## config.mk

```make
export PLATFORM = sky130hd
export DESIGN_NAME = adcs_sequencer
export DESIGN_NICKNAME = d
export VERILOG_FILES = /design/src/core/adcs_pkg.sv /design/src/core/adcs_sync.sv /design/src/core/adcs_presc.sv /design/src/core/adcs_sequencer.sv
export SDC_FILE = /design/constraint.sdc
export NUM_CORES = 1
export LEC_CHECK = 0
export ABC_AREA = 1
export BUFFER_PORTS_ARGS = -buffer_cell sky130_fd_sc_hd__buf_4
export CAP_MARGIN = 15
export CELL_PAD_IN_SITES_DETAIL_PLACEMENT = 0
export CELL_PAD_IN_SITES_GLOBAL_PLACEMENT = 1
export CORE_ASPECT_RATIO = 1.2
export CORE_MARGIN = 5
export CORE_UTILIZATION = 37
export CTS_CLUSTER_DIAMETER = 120
export DETAILED_ROUTE_END_ITERATION = 7
export PLACE_DENSITY_LB_ADDON = 0.1
export RECOVER_POWER = 25
export SYNTH_ARGS = -nofsm -noshare
export SYNTH_HDL_FRONTEND = slang
export SYNTH_SLANG_ARGS = --single-unit
```

## constraint.sdc

```tcl
create_clock -name clk_sys -period 3 [get_ports clk_sys]
set_clock_uncertainty 0.1 [all_clocks]
set_input_delay 0.15 -clock clk_sys [delete_from_list [all_inputs] [get_ports clk_sys]]
set_output_delay 0.15 -clock clk_sys [all_outputs]
set_load 0.01 [all_outputs]
```

## src/core/adcs_pkg.sv

```systemverilog
/*
  Constants, register map, field positions and carrier types for the channel and
  reference selection sequencer of a successive-approximation converter.
  Assumes a Wishbone classic slave with 32-bit data and byte addressing.
*/
// Notes on behaviour
// RQ1 - Selection writes go to a holding register, applied until a conversion starts.
// RQ2 - Copying resumes in the final ADC clock cycle, when the done flag sets.
// RQ3 - Software waits one ADC clock after setting start before new selection writes.
// RQ4 - Under auto-trigger, change selection only in the safe windows; applies next conversion.
// RQ5 - Software waits 125 us after selecting a new differential channel.
// RQ6 - Same 125 us wait for the first differential conversion after a reference change.
// RQ7 - Free running: next result uses old channel, later results use new one.
// RQ8 - Every amplified conversion clears the start bit at its end.
// RQ9 - Software discards first result after gain channel or reference change.
// RQ10 - Reference select chooses supply, internal 2.56V, or external reference pin.
// RQ11 - Single-ended results above reference saturate at full scale code.
// RQ12 - Current source output disconnects the reference pin from the internal network.
// RQ13 - Idle or noise-reduction sleep starts a conversion once the CPU halts.
// RQ14 - Sleep-started conversion still raises completion request after an early wake.
// RQ15 - Converter stays powered in other sleep modes; software clears enable itself.
// RQ16 - Same input may be both differential inputs, for offset measurement.
// RQ17 - Software does not change selections while free running.
// RQ18 - Completion writes result, sets done flag, clears start in single mode.
// RQ19 - Normal conversion takes 13 ADC clocks, first after enable takes 25.
// RQ20 - Applied selection samples the holding register on ADC edges when idle or final.
package adcs_pkg;

  localparam logic [4:0] OFS_SELECT = 5'h00;
  localparam logic [4:0] OFS_CTRL_A = 5'h04;
  localparam logic [4:0] OFS_CTRL_B = 5'h08;
  localparam logic [4:0] OFS_RESULT = 5'h0C;
  localparam logic [4:0] OFS_STATUS = 5'h10;

  // input_select_reg fields
  localparam int CH_LSB = 0;
  localparam int REF_LSB = 6;
  // converter_ctrl_a fields
  localparam int BIT_EN = 7;
  localparam int BIT_START = 6;
  localparam int BIT_ATE = 5;
  localparam int BIT_DONE = 4;
  localparam int BIT_IE = 3;
  localparam int PS_LSB = 0;
  // converter_ctrl_b fields
  localparam int BIT_REFPIN = 5;
  localparam int BIT_CURRENT_SOURCE_OUTPUT = 4;
  localparam int BIT_TRIGEXT = 0;

  localparam logic [7:0] RST_SELECT = 8'h00;
  localparam logic [2:0] RST_PS = 3'h0;
  localparam logic [9:0] FULL_SCALE = 10'h3FF;

  localparam logic [4:0] CYC_NORMAL = 5'd13;
  localparam logic [4:0] CYC_FIRST = 5'd25;
  localparam logic [4:0] SH_NORMAL = 5'd3;
  localparam logic [4:0] SH_FIRST = 5'd13;

  // Channel codes from here upward go through the gain stage
  localparam logic [3:0] AMP_CH_FIRST = 4'hB;
  // Positive and negative input on the same pin
  localparam logic [3:0] CH_DIFF_SAME = 4'hE;

  localparam logic [1:0] REF_PIN = 2'h0;
  localparam logic [1:0] REF_AVCC = 2'h1;
  localparam logic [1:0] REF_INT = 2'h3;

  typedef enum logic {ST_IDLE = 1'b0, ST_CONV = 1'b1} adcs_state_e;

  typedef enum logic [1:0] {
    SLP_NONE = 2'h0,
    SLP_IDLE = 2'h1,
    SLP_NR = 2'h3,
    SLP_DEEP = 2'h2
  } adcs_sleep_e;

  typedef struct packed {
    logic [3:0] channel;
    logic ref_avcc;
    logic ref_int;
    logic ref_pin_connect;
    logic current_source_output_drive;
    logic powered;
    logic sample_strobe;
  } adcs_analog_s;

endpackage : adcs_pkg

```

## src/core/adcs_sync.sv

```systemverilog
/*
  Two flip-flop synchroniser for level inputs.
  Assumes the input is a slowly changing pin level.
*/
`timescale 1ns/1ns
`default_nettype none
module adcs_sync #(
  parameter int W = 1
) (
  input wire logic clk_sys,
  input wire logic nrst,
  input wire logic [W-1:0] din,
  output logic [W-1:0] dout
);

  logic [W-1:0] meta_ff;
  logic [W-1:0] sync_ff;

  always_ff @(posedge clk_sys) begin
    if (!nrst) begin
      meta_ff <= '0;
      sync_ff <= '0;
    end else begin
      meta_ff <= din;
      sync_ff <= meta_ff;
    end
  end

  assign dout = sync_ff;

endmodule : adcs_sync
`default_nettype wire

```

## src/core/adcs_presc.sv

```systemverilog
/*
  ADC clock prescaler: a one-cycle tick every 2 << sel system clocks.
  Assumes enable low holds it in reset and restart realigns it to a trigger.
*/
`timescale 1ns/1ns
`default_nettype none
module adcs_presc #(
  parameter int W = 8
) (
  input wire logic clk_sys,
  input wire logic nrst,
  input wire logic enable,
  input wire logic restart,
  input wire logic [2:0] sel,
  output logic tick
);

  logic [W-1:0] cnt_ff;
  logic [W-1:0] top;

  assign top = W'((2 << sel) - 1);
  assign tick = enable && !restart && (cnt_ff == top);

  always_ff @(posedge clk_sys) begin
    if (!nrst || !enable || restart || tick) begin
      cnt_ff <= '0;
    end else begin
      cnt_ff <= cnt_ff + W'(1);
    end
  end

endmodule : adcs_presc
`default_nettype wire

```

## src/core/adcs_sequencer.sv

```systemverilog
/*
  Channel and reference selection sequencer with conversion timing, start sources
  (software, external trigger, free running, sleep) and a Wishbone classic slave.
  Assumes sample_in is the front end's code on clk_sys, valid at the strobe,
  and that sleep_mode and cpu_halted come from the core on the same clock.
*/
// Added by the designer: the address map and the Wishbone slave port.
`timescale 1ns/1ns
`default_nettype none
module adcs_sequencer (
  input wire logic clk_sys,
  input wire logic nrst,
  input wire logic wb_cyc_i,
  input wire logic wb_stb_i,
  input wire logic wb_we_i,
  input wire logic [4:0] wb_adr_i,
  input wire logic [3:0] wb_sel_i,
  input wire logic [31:0] wb_dat_i,
  output logic [31:0] wb_dat_o,
  output logic wb_ack_o,
  input wire logic ext_trigger,
  input wire logic [11:0] sample_in,
  input wire adcs_pkg::adcs_sleep_e sleep_mode,
  input wire logic cpu_halted,
  output adcs_pkg::adcs_analog_s analog_o,
  output logic conv_done_irq,
  output logic busy
);
  import adcs_pkg::*;

  // Bus side
  logic ack_ff;
  logic [31:0] rdata_ff;
  logic req;
  logic wr_fire;
  logic wr_lane0;

  // Software visible state
  logic [7:0] sel_hold_ff;
  logic [7:0] applied_ff;
  logic en_ff;
  logic start_ff;
  logic ate_ff;
  logic done_ff;
  logic ie_ff;
  logic [2:0] ps_ff;
  logic ref_pin_en_ff;
  logic current_source_output_en_ff;
  logic trig_ext_ff;
  logic [9:0] result_ff;

  // Conversion engine
  adcs_state_e state_ff;
  adcs_state_e nxt_state;
  logic [4:0] cnt_ff;
  logic [4:0] nxt_cnt;
  logic first_ff;
  logic amp_ff;
  logic [11:0] samp_ff;
  logic strobe_ff;
  logic trig_prev_ff;
  logic halt_prev_ff;

  logic tick;
  logic trig_sync;
  logic [4:0] conv_len;
  logic [4:0] sh_point;
  logic last_cycle;
  logic start_now;
  logic complete;
  logic free_run;
  logic keep_running;
  logic trig_edge;
  logic trig_start;
  logic sleep_start;
  logic sw_start;
  logic sw_done_clr;
  logic en_rise;
  logic [7:0] ctrl_a_rd;
  logic [7:0] ctrl_b_rd;

  adcs_sync #(
    .W(1)
  ) u_trig_sync (
    .clk_sys(clk_sys),
    .nrst(nrst),
    .din(ext_trigger),
    .dout(trig_sync)
  );

  // Trigger realigns the prescaler so the start delay is fixed
  adcs_presc #(
    .W(8)
  ) u_presc (
    .clk_sys(clk_sys),
    .nrst(nrst),
    .enable(en_ff),
    .restart(trig_start),
    .sel(ps_ff),
    .tick(tick)
  );

  // Wishbone classic: ack one cycle after the request, write commits on the ack edge
  assign req = wb_cyc_i && wb_stb_i;
  assign wr_fire = req && wb_we_i && ack_ff;
  assign wr_lane0 = wr_fire && wb_sel_i[0];

  always_ff @(posedge clk_sys) begin
    if (!nrst) begin
      ack_ff <= 1'b0;
    end else begin
      ack_ff <= req && !ack_ff;
    end
  end

  assign ctrl_a_rd = {en_ff, start_ff, ate_ff, done_ff, ie_ff, 2'h0, 1'b0} | {5'h00, ps_ff};
  assign ctrl_b_rd = {2'h0, ref_pin_en_ff, current_source_output_en_ff, 3'h0, trig_ext_ff};

  always_ff @(posedge clk_sys) begin
    if (!nrst) begin
      rdata_ff <= 32'h0000_0000;
    end else if (req && !ack_ff) begin
      unique case (wb_adr_i)
        OFS_SELECT: rdata_ff <= {24'h00_0000, sel_hold_ff};
        OFS_CTRL_A: rdata_ff <= {24'h00_0000, ctrl_a_rd};
        OFS_CTRL_B: rdata_ff <= {24'h00_0000, ctrl_b_rd};
        OFS_RESULT: rdata_ff <= {22'h00_0000, result_ff};
        OFS_STATUS: rdata_ff <= {22'h00_0000, busy, first_ff, applied_ff};
        default: rdata_ff <= 32'h0000_0000;
      endcase
    end
  end

  assign wb_ack_o = ack_ff;
  assign wb_dat_o = rdata_ff;

  // Holding register: software has random access, the converter never sees it directly
  always_ff @(posedge clk_sys) begin
    if (!nrst) begin
      sel_hold_ff <= RST_SELECT;
    end else if (wr_lane0 && wb_adr_i == OFS_SELECT) begin
      sel_hold_ff <= wb_dat_i[7:0]; // RQ1
    end
  end

  // Start and done write decode
  assign sw_start = wr_lane0 && wb_adr_i == OFS_CTRL_A && wb_dat_i[BIT_START];
  assign sw_done_clr = wr_lane0 && wb_adr_i == OFS_CTRL_A && wb_dat_i[BIT_DONE];
  assign en_rise = wr_lane0 && wb_adr_i == OFS_CTRL_A && wb_dat_i[BIT_EN] && !en_ff;

  always_ff @(posedge clk_sys) begin
    if (!nrst) begin
      en_ff <= 1'b0;
      ate_ff <= 1'b0;
      ie_ff <= 1'b0;
      ps_ff <= RST_PS;
    end else if (wr_lane0 && wb_adr_i == OFS_CTRL_A) begin
      // Sleep entry leaves this alone; only software powers the converter down
      en_ff <= wb_dat_i[BIT_EN]; // RQ15
      ate_ff <= wb_dat_i[BIT_ATE];
      ie_ff <= wb_dat_i[BIT_IE];
      ps_ff <= wb_dat_i[PS_LSB+:3];
    end
  end

  always_ff @(posedge clk_sys) begin
    if (!nrst) begin
      ref_pin_en_ff <= 1'b0;
      current_source_output_en_ff <= 1'b0;
      trig_ext_ff <= 1'b0;
    end else if (wr_lane0 && wb_adr_i == OFS_CTRL_B) begin
      ref_pin_en_ff <= wb_dat_i[BIT_REFPIN];
      current_source_output_en_ff <= wb_dat_i[BIT_CURRENT_SOURCE_OUTPUT];
      trig_ext_ff <= wb_dat_i[BIT_TRIGEXT];
    end
  end

  // Start sources
  assign trig_edge = trig_sync && !trig_prev_ff;
  // Edges seen while converting are dropped
  assign trig_start = en_ff && ate_ff && trig_ext_ff && trig_edge && state_ff == ST_IDLE && !start_ff;
  assign free_run = ate_ff && !trig_ext_ff;
  assign sleep_start = en_ff && !ate_ff && ie_ff && state_ff == ST_IDLE && !start_ff
                    && (sleep_mode == SLP_IDLE || sleep_mode == SLP_NR)
                    && cpu_halted && !halt_prev_ff; // RQ13

  always_ff @(posedge clk_sys) begin
    if (!nrst) begin
      trig_prev_ff <= 1'b0;
      halt_prev_ff <= 1'b0;
    end else begin
      trig_prev_ff <= trig_sync;
      halt_prev_ff <= cpu_halted;
    end
  end

  // Conversion timing
  assign conv_len = first_ff ? CYC_FIRST : CYC_NORMAL; // RQ19
  assign sh_point = first_ff ? SH_FIRST : SH_NORMAL;
  assign last_cycle = state_ff == ST_CONV && cnt_ff == conv_len - 5'd1;
  assign start_now = en_ff && tick && state_ff == ST_IDLE && start_ff;
  assign complete = tick && last_cycle;
  // The gain stage cannot free run, so it stops after each conversion
  assign keep_running = free_run && !amp_ff; // RQ8

  always_comb begin
    nxt_state = state_ff;
    nxt_cnt = cnt_ff;
    if (!en_ff) begin
      nxt_state = ST_IDLE;
      nxt_cnt = 5'd0;
    end else begin
      unique case (state_ff)
        ST_IDLE: begin
          if (start_now) begin
            nxt_state = ST_CONV;
            nxt_cnt = 5'd0;
          end
        end
        ST_CONV: begin
          if (complete) begin
            // Free running starts the next one at once with the selection just copied
            nxt_state = keep_running ? ST_CONV : ST_IDLE; // RQ7
            nxt_cnt = 5'd0;
          end else if (tick) begin
            nxt_cnt = cnt_ff + 5'd1;
          end
        end
      endcase
    end
  end

  always_ff @(posedge clk_sys) begin
    if (!nrst) begin
      state_ff <= ST_IDLE;
      cnt_ff <= 5'd0;
    end else begin
      state_ff <= nxt_state;
      cnt_ff <= nxt_cnt;
    end
  end

  // Applied selection: frozen during a conversion, copied on ADC edges otherwise
  always_ff @(posedge clk_sys) begin
    if (!nrst) begin
      applied_ff <= RST_SELECT;
    end else if (tick && (state_ff == ST_IDLE || last_cycle)) begin
      applied_ff <= sel_hold_ff; // RQ1 RQ2 RQ20 RQ4
    end
  end

  // Gain path is decided by the selection that the conversion locked in
  always_ff @(posedge clk_sys) begin
    if (!nrst) begin
      amp_ff <= 1'b0;
    end else if (tick && (state_ff == ST_IDLE || last_cycle)) begin
      amp_ff <= sel_hold_ff[CH_LSB+:4] >= AMP_CH_FIRST;
    end
  end

  // First conversion after enable takes the long sequence
  always_ff @(posedge clk_sys) begin
    if (!nrst) begin
      first_ff <= 1'b0;
    end else if (en_rise) begin
      first_ff <= 1'b1; // RQ19
    end else if (complete) begin
      first_ff <= 1'b0;
    end
  end

  // Sample and hold point
  always_ff @(posedge clk_sys) begin
    if (!nrst) begin
      samp_ff <= 12'h000;
      strobe_ff <= 1'b0;
    end else begin
      strobe_ff <= tick && state_ff == ST_CONV && cnt_ff == sh_point;
      if (tick && state_ff == ST_CONV && cnt_ff == sh_point) begin
        samp_ff <= sample_in;
      end
    end
  end

  // Result register, saturated to full scale
  always_ff @(posedge clk_sys) begin
    if (!nrst) begin
      result_ff <= 10'h000;
    end else if (complete) begin
      result_ff <= (samp_ff > {2'h0, FULL_SCALE}) ? FULL_SCALE : samp_ff[9:0]; // RQ11 RQ18
    end
  end

  // Done flag: a completion in the clearing cycle still sets it
  always_ff @(posedge clk_sys) begin
    if (!nrst) begin
      done_ff <= 1'b0;
    end else begin
      done_ff <= complete || (done_ff && !sw_done_clr); // RQ18 RQ2
    end
  end

  // Start bit: reads high through the whole conversion, set wins over hardware clear
  always_ff @(posedge clk_sys) begin
    if (!nrst) begin
      start_ff <= 1'b0;
    end else if (sw_start || trig_start || sleep_start) begin
      start_ff <= en_ff || sw_start;
    end else if (!en_ff) begin
      start_ff <= 1'b0;
    end else if (complete && !keep_running) begin
      start_ff <= 1'b0; // RQ18 RQ8
    end
  end

  // Completion request stays up until software clears the flag, whatever woke the CPU
  assign conv_done_irq = done_ff && ie_ff; // RQ14

  assign busy = start_ff || state_ff == ST_CONV;

  // Analog side controls
  always_comb begin
    analog_o = '0;
    // Same code on both differential inputs passes straight to the mux
    analog_o.channel = applied_ff[CH_LSB+:4]; // RQ16
    analog_o.ref_avcc = applied_ff[REF_LSB+:2] == REF_AVCC; // RQ10
    analog_o.ref_int = applied_ff[REF_LSB+:2] == REF_INT; // RQ10
    // Current source on the shared pin isolates it from the reference network
    analog_o.ref_pin_connect = ref_pin_en_ff && !current_source_output_en_ff; // RQ12
    analog_o.current_source_output_drive = current_source_output_en_ff; // RQ12
    analog_o.powered = en_ff; // RQ15
    analog_o.sample_strobe = strobe_ff;
  end

endmodule : adcs_sequencer
`default_nettype wire

```

Yosys cells after proc, flatten, opt, wreduce, memory -nomap -nowiden
Index checks and enable logic that the tools add are counted.
{ "word_totals": {"regBits": 103, "latch_bits": 0, "mem_bits_rw": 0, "rom_bits": 0, "output_inout_bits": 45, "elab_cells": 133, "n_memories": 0} }
{ "classes": {"addsub": 4, "multipliers": 0, "n_div": 0, "order_cmp": 2, "n_eq_ne": 14, "shift": 1, "mux": 17, "bitwise": 2, "reduce_logical": 68} }
{ "op_table": {"columns": ["cell", "count"], "rows": [
  ["case mux 10 bit (5 select lines)", 1],
  ["logical AND 1 bit", 41],
  ["two-way mux 5 bit", 4],
  ["zero test 1 bit", 13],
  ["> comparator 12 x 10 -> 1 bit, second input constant", 1],
  ["equality test 5 x 4 -> 1 bit, second input constant", 2],
  ["logical OR 1 bit", 10],
  ["two-way mux 10 bit", 1],
  ["case mux 5 bit (2 select lines)", 1],
  ["adder 8 x 1 -> 8 bit, second input constant", 1],
  ["equality test 8 bit", 1],
  ["two-way mux 1 bit", 8],
  ["OR 8 x 3 -> 8 bit", 1],
  ["left shift 2 x 3 -> 8 bit, first input constant", 1],
  ["subtractor 8 x 2 -> 8 bit, second input constant", 1],
  ["inequality test 3 x 1 -> 1 bit, second input constant", 2],
  ["adder 5 x 1 -> 5 bit, second input constant", 1],
  ["equality test 5 x 3 -> 1 bit, second input constant", 1],
  ["equality test 5 x 4 -> 1 bit", 1],
  ["equality test 5 bit", 1],
  ["equality test 5 bit, second input constant", 1],
  ["zero test 5 bit", 1],
  ["subtractor 5 x 1 -> 5 bit, second input constant", 1],
  ["equality test 2 x 1 -> 1 bit, second input constant", 2],
  ["other kinds (8)", 10]
]} }

Longest topological paths before layout
Gate-level depths: netlist (run 1).
{ "logic_depth": {"word_depth": 13, "depth_mapped": 18, "ltp_nobuf": 16} }

Modules after synthesis
From an unflattened synthesis (run 1), not the netlist that was laid out.
{ "hier_totals": {"cells_unflattened": 576, "hier_area_um2": 4017.6} }
{ "modules_own_cells": {"columns": ["mod", "n_inst", "cells_each", "area_per_inst_um2", "seq_area_each_um2"], "rows": [
  ["adcs_sequencer", 1, 472, 3354.5, 1421.4],
  ["adcs_presc", 1, 98, 608.1, 160.2],
  ["adcs_sync", 1, 6, 55.1, 40.0]
]} }

Worst setup path after synthesis (run 1)
Ideal clock, no wire load.
{ "synth_timing": {"path_kind": "flip-flop to flip-flop", "from": "register ps_ff[2]", "to": "register result_ff[5]", "setup_time_ns": 0.134, "arrival_ns": 1.862, "required_time_ns": 2.766, "setup_slack_ns": 0.904, "path_stages_with_launch": 18, "n_path_buf": 2, "path_cell_list": "dfxtp_1 buf_4 inv_2 nand2_1 ha_1 nand2_1 nand2_1 nor2_1 nand2_1 nor2_1 nand2_1 nor2_4 nand2_4 inv_4 nand2_1 buf_6 nand2_1 a21oi_1"} }
{ "synth_between": {"elab_chain_cells": 5} }
{ "synth_rtl": {"columns": ["element", "line", "source"], "rows": [
  ["start: declaration", "adcs_sequencer.sv:46", "logic [2:0] ps_ff;"],
  ["start signal: assignment", "adcs_sequencer.sv:162", "ps_ff <= wb_dat_i[PS_LSB+:3];"],
  ["left shift 2 x 3 -> 8 bit", "adcs_presc.sv:21", "assign top = W'((2 << sel) - 1);"],
  ["subtractor 8 x 2 -> 8 bit", "adcs_presc.sv:21", null],
  ["equality test 8 bit", "adcs_presc.sv:22", "assign tick = enable && !restart && (cnt_ff == top);"],
  ["logical AND 1 bit", "adcs_presc.sv:22", null],
  ["logical AND 1 bit", "adcs_sequencer.sv:202", "assign complete = tick && last_cycle;"],
  ["end signal: assignment", "adcs_sequencer.sv:290", "result_ff <= (samp_ff > {2'h0, FULL_SCALE}) ? FULL_SCALE : samp_ff[9:0];"],
  ["end: declaration", "adcs_sequencer.sv:50", "logic [9:0] result_ff;"]
]} }
No other way between the ends.
A chain may end at the register's enable or synchronous reset.

Worst setup path in the final report (run 1)
{ "layout_timing": {"from": "register ps_ff[2]", "to": "register result_ff[9]"} }
The elaborated chain is that of the path after synthesis.

==> results of run 1 <==
## through the flow
step                instances  instance area [µm²]  utilization  power, W  hold slack, ns
finish                    785                 4818       0.4560  0.002379         0.01871
global route              785                 4818       0.4560  0.002471         0.01585
CTS                       785                 4901       0.4638  0.002417        0.003652
detailed placement        751                 4397       0.4161  0.001192          0.2462
global placement          751                 4397       0.4161  0.001192          0.2452
floorplan                 606                 4084            -  0.001164          0.1435
## kinds of logic (layout without fill, tap and decap cells)
logic type	after synthesis	count (layout)
other	1	22
adder cells (fa/ha/maj)	4	4
AO/OA/AOI/OAI	97	97
XOR/XNOR	5	5
AND/OR/NAND/NOR	273	273
buffers and inverters	124	174
flip-flops	81	81
## flip-flops by register name, summed over array words and instances, names as in the netlist, 3 cells and up
register	flops
cnt_ff	5
samp_ff	12
sel_hold_ff	8
u_presc.cnt_ff	8
ps_ff	3
wb_dat_o	10
applied_ff	8
result_ff	10
## Yosys cell counts, drive strengths merged
master / instances
conb: 1
clkbuf: 9
nand2: 138
nand3: 33
nor4: 1
o2111ai: 1
a211oi: 1
inv: 78
o21ai: 37
o22ai: 11
dfxtp: 81
buf: 36
nand4: 11
a21oi: 45
nor2: 83
o221ai: 2
nor3: 4
xor2: 5
clkinv: 1
nor3b: 2
nand3b: 1
ha: 4
## worst min-delay path by stage
stage | startpoint | to | cells past startpoint
4_1_cts | sample_in[10] | samp_ff[10]$_SDFFE_PN0P_ | 3
6_report | sample_in[10] | samp_ff[10]$_SDFFE_PN0P_ | 3
5_1_grt | sample_in[10] | samp_ff[10]$_SDFFE_PN0P_ | 3
3_5_place_dp | cpu_halted | halt_prev_ff$_SDFF_PN0_ | 3
2_1_floorplan | cpu_halted | halt_prev_ff$_SDFF_PN0_ | 2
3_3_place_gp | cpu_halted | halt_prev_ff$_SDFF_PN0_ | 3
## area by class of cell
cell class | instances | share of cell area
Clock buffer | 14 | 0.05479
Clock inverter | 2 | 0.01246
Inverter | 79 | 0.06206
Multi-Input combinational cell | 401 | 0.3854
Sequential cell | 81 | 0.3365
Tap cell | 129 | 0.03350
Timing Repair Buffer | 79 | 0.1153
## tightest hold or removal path: cells and delay by family
kind / cells / cell delay (ns)
buffers and inverters: 1 / 0.11
and+or+nand+nor: 1 / 0.08
AOI/OAI and AO/OA: 1 / 0.06
## power groups by stage
stage               combinational [W]  sequential [W]  clock, W
floorplan                   0.0000602         0.00110         0
global placement            0.0000884         0.00110         0
detailed placement          0.0000885         0.00110         0
CTS                          0.000107         0.00108   0.00123
global route                 0.000117         0.00108   0.00127
finish                       0.000106         0.00108   0.00119
## layer usage
layer / part of all wire / GRT usage / vias up
li1: - / - / 1941
met1: 0.44 / 0.2101 / 1656
met2: 0.50 / 0.2713 / 68
met3: 0.041 / 0.02281 / 11
met4: 0.018 / 0.06954 / 0
met5: 0 / 0 / -
==> out/results.ini, run 1 <==
[synthesis]
ys_ff_latch = 81
syn_avg_cell_area_um2 = 6.846
synth_top_family_by_area = simple AND/OR/NAND/NOR gates
synthXorXnorAreaFrac = 0.01093
yosys_warnings = 0
synth_top_cell_area_share = 0.4049
yosysTopAreaCell = dfxtp_1
synth_compound_area_frac = 0.1290
synth-simple-area-share = 0.2905
synth_area_leaders = dfxtp_1 40%, nand2_1 13%, nor2_1 7.2%
synth_cell_types = 33
syn_inst = 585
synth_fa_ha_area_frac = 0.01250
syn_area_mm2 = 0.004005
ys_seq_area_frac = 0.4049
synthMuxAreaShare = 0

[detailed_routing]
vias = 3676
drtPass1Iterations = 4
drtIter0Drc = 148
wire_per_inst_um = 13.20
via_per_inst = 4.683
wl_um = 10360
detail-route-antenna-nets = 0
drc_errors = 0

[critical_path]
reg2reg_slack_ns = 0.38
crit_end = result_ff[9]$_SDFFE_PN0P_
r2r_end = result_ff[9]$_SDFFE_PN0P_
regToRegStartpoint = ps_ff[2]$_SDFFE_PN0P_
reg2regPathDepth = 16
slowest_stage = dfxtp_1
start_kind = flip-flop
worst-path-stages = 16
critical_path.top_delay_family = simple AND/OR/NAND/NOR gates
critPathRequiredTime_ns = 3.10
path_cells = inv_2 -> nand2_1 -> ha_1 -> inv_1 -> nand2_1 -> nand2_1 -> nand2_1 -> nand2_1 -> nor2_1 -> nand2_1 -> nor2_4 -> nand2_4 -> inv_4 -> nand2_1 -> nand2_1 -> a21oi_1
path_max_fanout = 15
startpoint = ps_ff[2]$_SDFFE_PN0P_
arrival_ns = 2.71
path_buf_inv = 3
path_class = reg2reg
worst_path_most_repeated_cell = nand2_1
crit_path_end_kind = flip-flop
slowest_delay_ns = 0.49

[placed_design]
pre_cts_ws_ns = 0.4099
gp_congestion = 0.8179
io_buffer_count = 56
dp_hpwl_um = 7562

[global_route]
grt_pass1_vias = 3439
track_usage = 0.1622
grt-ovfl-total = 0
grt_pass1_wl_um = 16870
antenna_found_initial = 0
grt_max_degree = 42

[power]
powerDensity_mw_per_mm2 = 493.6
swShare = 0.2001
vdd_drop_max_mv = 0.2607
seqPwrFrac = 0.454
switchingPower_w = 0.0004758
power_frac_clock = 0.501
p_leak_nw = 2.066
intPower_w = 0.001903
p_comb_frac = 0.045

[clocking]
clock_latency_ns = 0.33
tritoncts = done
hold_buffers = 18
cts_resized = 0
numCtsBuffers = 9
htree_levels = 3
path_clk_slew_ns = 0.06
cts-root-buf = clkbuf_16
clock-sinks = 81
cts_buffer_depth = 2
cts_setup_buffers = 0

[hold_path]
hp-class = in2reg

[die]
start_util = 0.3790
ioPinCount = 107
rows = 41
coreArea_mm2 = 0.01057
dieHeight_um = 124.0
die_area_mm2 = 0.01301
dieWidth_um = 105.0

[sta]
period_needed_ns = 2.615
period_share = 0.8718
layout_setup_ws_ns = 0.3847
setup-tns-final_ns = 0
fmax_mhz = 382.4
rsz0062_at_grt = false
setup_viol = 0
finalHoldViolations = 0
slew_headroom = 0.6150
worst_slew_pin_slew_ns = 0.5753
drv_slew = 0

[final_layout]
drive_gt1_frac = 0.1067
antenna_cells = 0
layout_commonest_cell = nand2_1
fill_cells = 1090
multiInputGateArea_mm2 = 0.001857
nets = 717
mostFrequentLayoutCells = 134 x nand2_1, 81 x dfxtp_1, 77 x nor2_1
area_growth_pct = 20.31
regArea_mm2 = 0.001622

[job]
cap_violations = 0

[status]
outcome = completed

(Power assumes the default switching activity.)
==> inputs of run 2 (changes only) <==
--- a/config.mk
+++ b/config.mk
@@ -19,4 +19,5 @@
 export RECOVER_POWER = 25
 export SYNTH_ARGS = -nofsm -noshare
 export SYNTH_HDL_FRONTEND = slang
+export SYNTH_HIERARCHICAL = 1
 export SYNTH_SLANG_ARGS = --single-unit
==> run 2 against run 1 <==
Global-route usage fell by 0.21 points. Core utilization shrank 0.18 points. Hold slack better by 0.0096 ns. Combinational power increased by 12%. Critical path depth is 1 higher. Largest power group unchanged.
==> out/results.ini, run 2 <==
[die]
die_area_mm2 = 0.01305
dieHeight_um = 124.2
coreArea_mm2 = 0.01057
start_util = 0.3802
rows = 41
ioPinCount = 107
dieWidth_um = 105.1

[critical_path]
startpoint = ps_ff[0]$_SDFFE_PN0N_
path_buf_inv = 4
slowest_stage = dfxtp_2
slowest_delay_ns = 0.42
regToRegStartpoint = ps_ff[0]$_SDFFE_PN0N_
critical_path.top_delay_family = simple AND/OR/NAND/NOR gates
path_cells = inv_1 -> nand2_1 -> ha_1 -> inv_1 -> nand2_1 -> nand3_1 -> nand2_1 -> nand2_1 -> nor2_1 -> nand3_2 -> inv_1 -> nand2_2 -> nor4_2 -> nand2_2 -> inv_2 -> nor2_1 -> nor2_1
critPathRequiredTime_ns = 3.16
crit_path_end_kind = flip-flop
reg2regPathDepth = 17
path_class = reg2reg
path_max_fanout = 14
reg2reg_slack_ns = 0.31
arrival_ns = 2.86
r2r_end = samp_ff[11]$_SDFFE_PN0P_
worst-path-stages = 17
worst_path_most_repeated_cell = nand2_1
crit_end = samp_ff[11]$_SDFFE_PN0P_
start_kind = flip-flop

[synthesis]
synth_area_leaders = dfxtp_1 40%, nand2_1 8.7%, nor2_1 8.7%
yosysTopAreaCell = dfxtp_1
synth_cell_types = 27
ys_ff_latch = 81
synth_ff_type = dfxtp_1
netlist_top_cells_count = 93 x nand2_1, 93 x nor2_1, 81 x dfxtp_1, 64 x o21ai_0, 54 x inv_1
synthArstFlopShare = 0
syn_area_mm2 = 0.004018
synth_top_cell_area_share = 0.4036
synth-edff-count = 0
syn_inst = 576
syn_avg_cell_area_um2 = 6.975
ys_seq_area_frac = 0.4036
yosys_warnings = 6

[clocking]
numCtsBuffers = 9
clock_latency_ns = 0.33
htree_levels = 3
cts_setup_buffers = 0
clock-sinks = 81
cts_buffer_depth = 2
path_clk_slew_ns = 0.06
tritoncts = done
cts-root-buf = clkbuf_16

[power]
seqPwrFrac = 0.443
switchingPower_w = 0.0004800
p_comb_frac = 0.049
p_leak_nw = 1.934
vdd_drop_max_mv = 0.2502
power_frac_clock = 0.508
powerDensity_mw_per_mm2 = 507.8
intPower_w = 0.001957
swShare = 0.1970

[sta]
drv_slew = 0
finalHoldViolations = 0
holdWs_ns = 0.02831
rsz0062_at_grt = false
period_share = 0.8974
setup-tns-final_ns = 0
fmax_mhz = 371.4
period_needed_ns = 2.692
worst_slew_pin_slew_ns = 0.5595
setup_viol = 0
slew_headroom = 0.6266

[final_layout]
drive_gt1_frac = 0.1219
mostFrequentLayoutCells = 93 x nor2_1, 93 x nand2_1, 80 x dfxtp_1
largest_register = samp_ff
antenna_cells = 0
largest_register_ffs = 12
nets = 703
area_growth_pct = 19.46

[hold_path]
hp-class = in2reg

[status]
outcome = completed

[detailed_routing]
drtIter0Drc = 160
via_per_inst = 4.694
wl_um = 10150
detail-route-antenna-nets = 0
drc_errors = 0
wire_per_inst_um = 13.20
drtPass1Iterations = 5
vias = 3610

[global_route]
grt-ovfl-total = 0
antenna_found_initial = 0
grt_pass1_vias = 3364
track_usage = 0.1600
grt_pass1_wl_um = 16660
grt_max_degree = 56

[placed_design]
io_buffer_count = 56
gp_congestion = 0.7832
dp_hpwl_um = 7694

[job]
cap_violations = 0

==> run 2: cell count changes in the layout (fill, tap and decap cells not counted), sizes merged, moves of 3 or more <==
cell    before  now
nand2      138  100
o21ai       37   68
inv         78   60
nor2        83   99
o22ai       11    2
nand4       11   19
nor3         4   12
a21oi       45   41
clkbuf      38   34
buf         37   40
nand3       33   30
==> run 2: how the worst min path moves through the flow <==
stage / startpoint / slack [ns] / to / cells after the start
finish: wb_dat_i[4] / 0.03 / sel_hold_ff[4]$_SDFFE_PN0P_ / 3
global route: wb_dat_i[1] / 0.02 / ps_ff[1]$_SDFFE_PN0N_ / 3
CTS: wb_dat_i[4] / 0.01 / sel_hold_ff[4]$_SDFFE_PN0P_ / 3
detailed placement: ext_trigger / 0.24 / u_trig_sync/meta_ff$_SDFF_PN0_ / 3
global placement: ext_trigger / 0.23 / u_trig_sync/meta_ff$_SDFF_PN0_ / 3
floorplan: cpu_halted / 0.14 / halt_prev_ff$_SDFF_PN0_ / 2
==> run 2: final cells by class <==
type / instances / area, µm²
clock buffers: 11 / 242.7
clock inverters: 3 / 90.09
well taps: 129 / 161.4
multi-input cells: 405 / 1898
fillers: 1104 / 5768
repair buffers: 79 / 554.3
flip-flops and latches: 81 / 1623
inverters: 61 / 230.2
==> run 2: logic make-up after synthesis <==
kind of cell	count (synthesis)	share of synthesized area
compound gates	111	0.1389
xor+xnor	7	0.01526
fa+ha+maj	4	0.01246
buf+inv	111	0.1436
flops	81	0.4036
other cells	1	0.0009334
simple gates	261	0.2853
==> run 2: power groups by stage <==
stage	logic, W	registers [W]	clock network, W
floorplan	0.0000765	0.00110	0
global placement	0.000103	0.00110	0
detailed placement	0.000104	0.00110	0
CTS	0.000120	0.00108	0.00126
global route	0.000133	0.00108	0.00131
finish	0.000119	0.00108	0.00124
==> run 2: per-layer routing <==
layer / up-vias / global-route usage / part of all wire
li1: 1929 / - / -
met1: 1589 / 0.2077 / 0.46
met4: 0 / 0.05276 / 0.013
met2: 83 / 0.2654 / 0.47
met5: - / 0 / 0
met3: 9 / 0.03473 / 0.054
==> run 2: per-stage QoR <==
step	setup slack (ns)	std cells	cell area (µm²)	total power (W)	utilization
2_1_floorplan	0.5004	597	4096	0.001180	-
3_3_place_gp	0.2169	739	4384	0.001207	0.4149
3_5_place_dp	0.1907	739	4384	0.001207	0.4149
4_1_cts	0.1760	769	4877	0.002465	0.4615
5_1_grt	0.008256	769	4800	0.002526	0.4542
6_report	0.3077	769	4800	0.002437	0.4542
==> run 2: worst reg2reg max path, stage by stage, from the launching register on <==
cell and delay [ns]:
dfxtp_2 0.42, inv_1 0.10, nand2_1 0.10, ha_1 0.24
inv_1 0.08, nand2_1 0.08, nand3_1 0.08, nand2_1 0.06
nand2_1 0.05, nor2_1 0.11, nand3_2 0.13, inv_1 0.12
nand2_2 0.10, nor4_2 0.27, nand2_2 0.21, inv_2 0.22
nor2_1 0.06, nor2_1 0.10
==> run 2: repair_timing <==
action,in CTS,in global routing
hold buffers,16,0
resized for setup,0,1
hold endpoints to repair,18,0
setup endpoints to repair,0,12
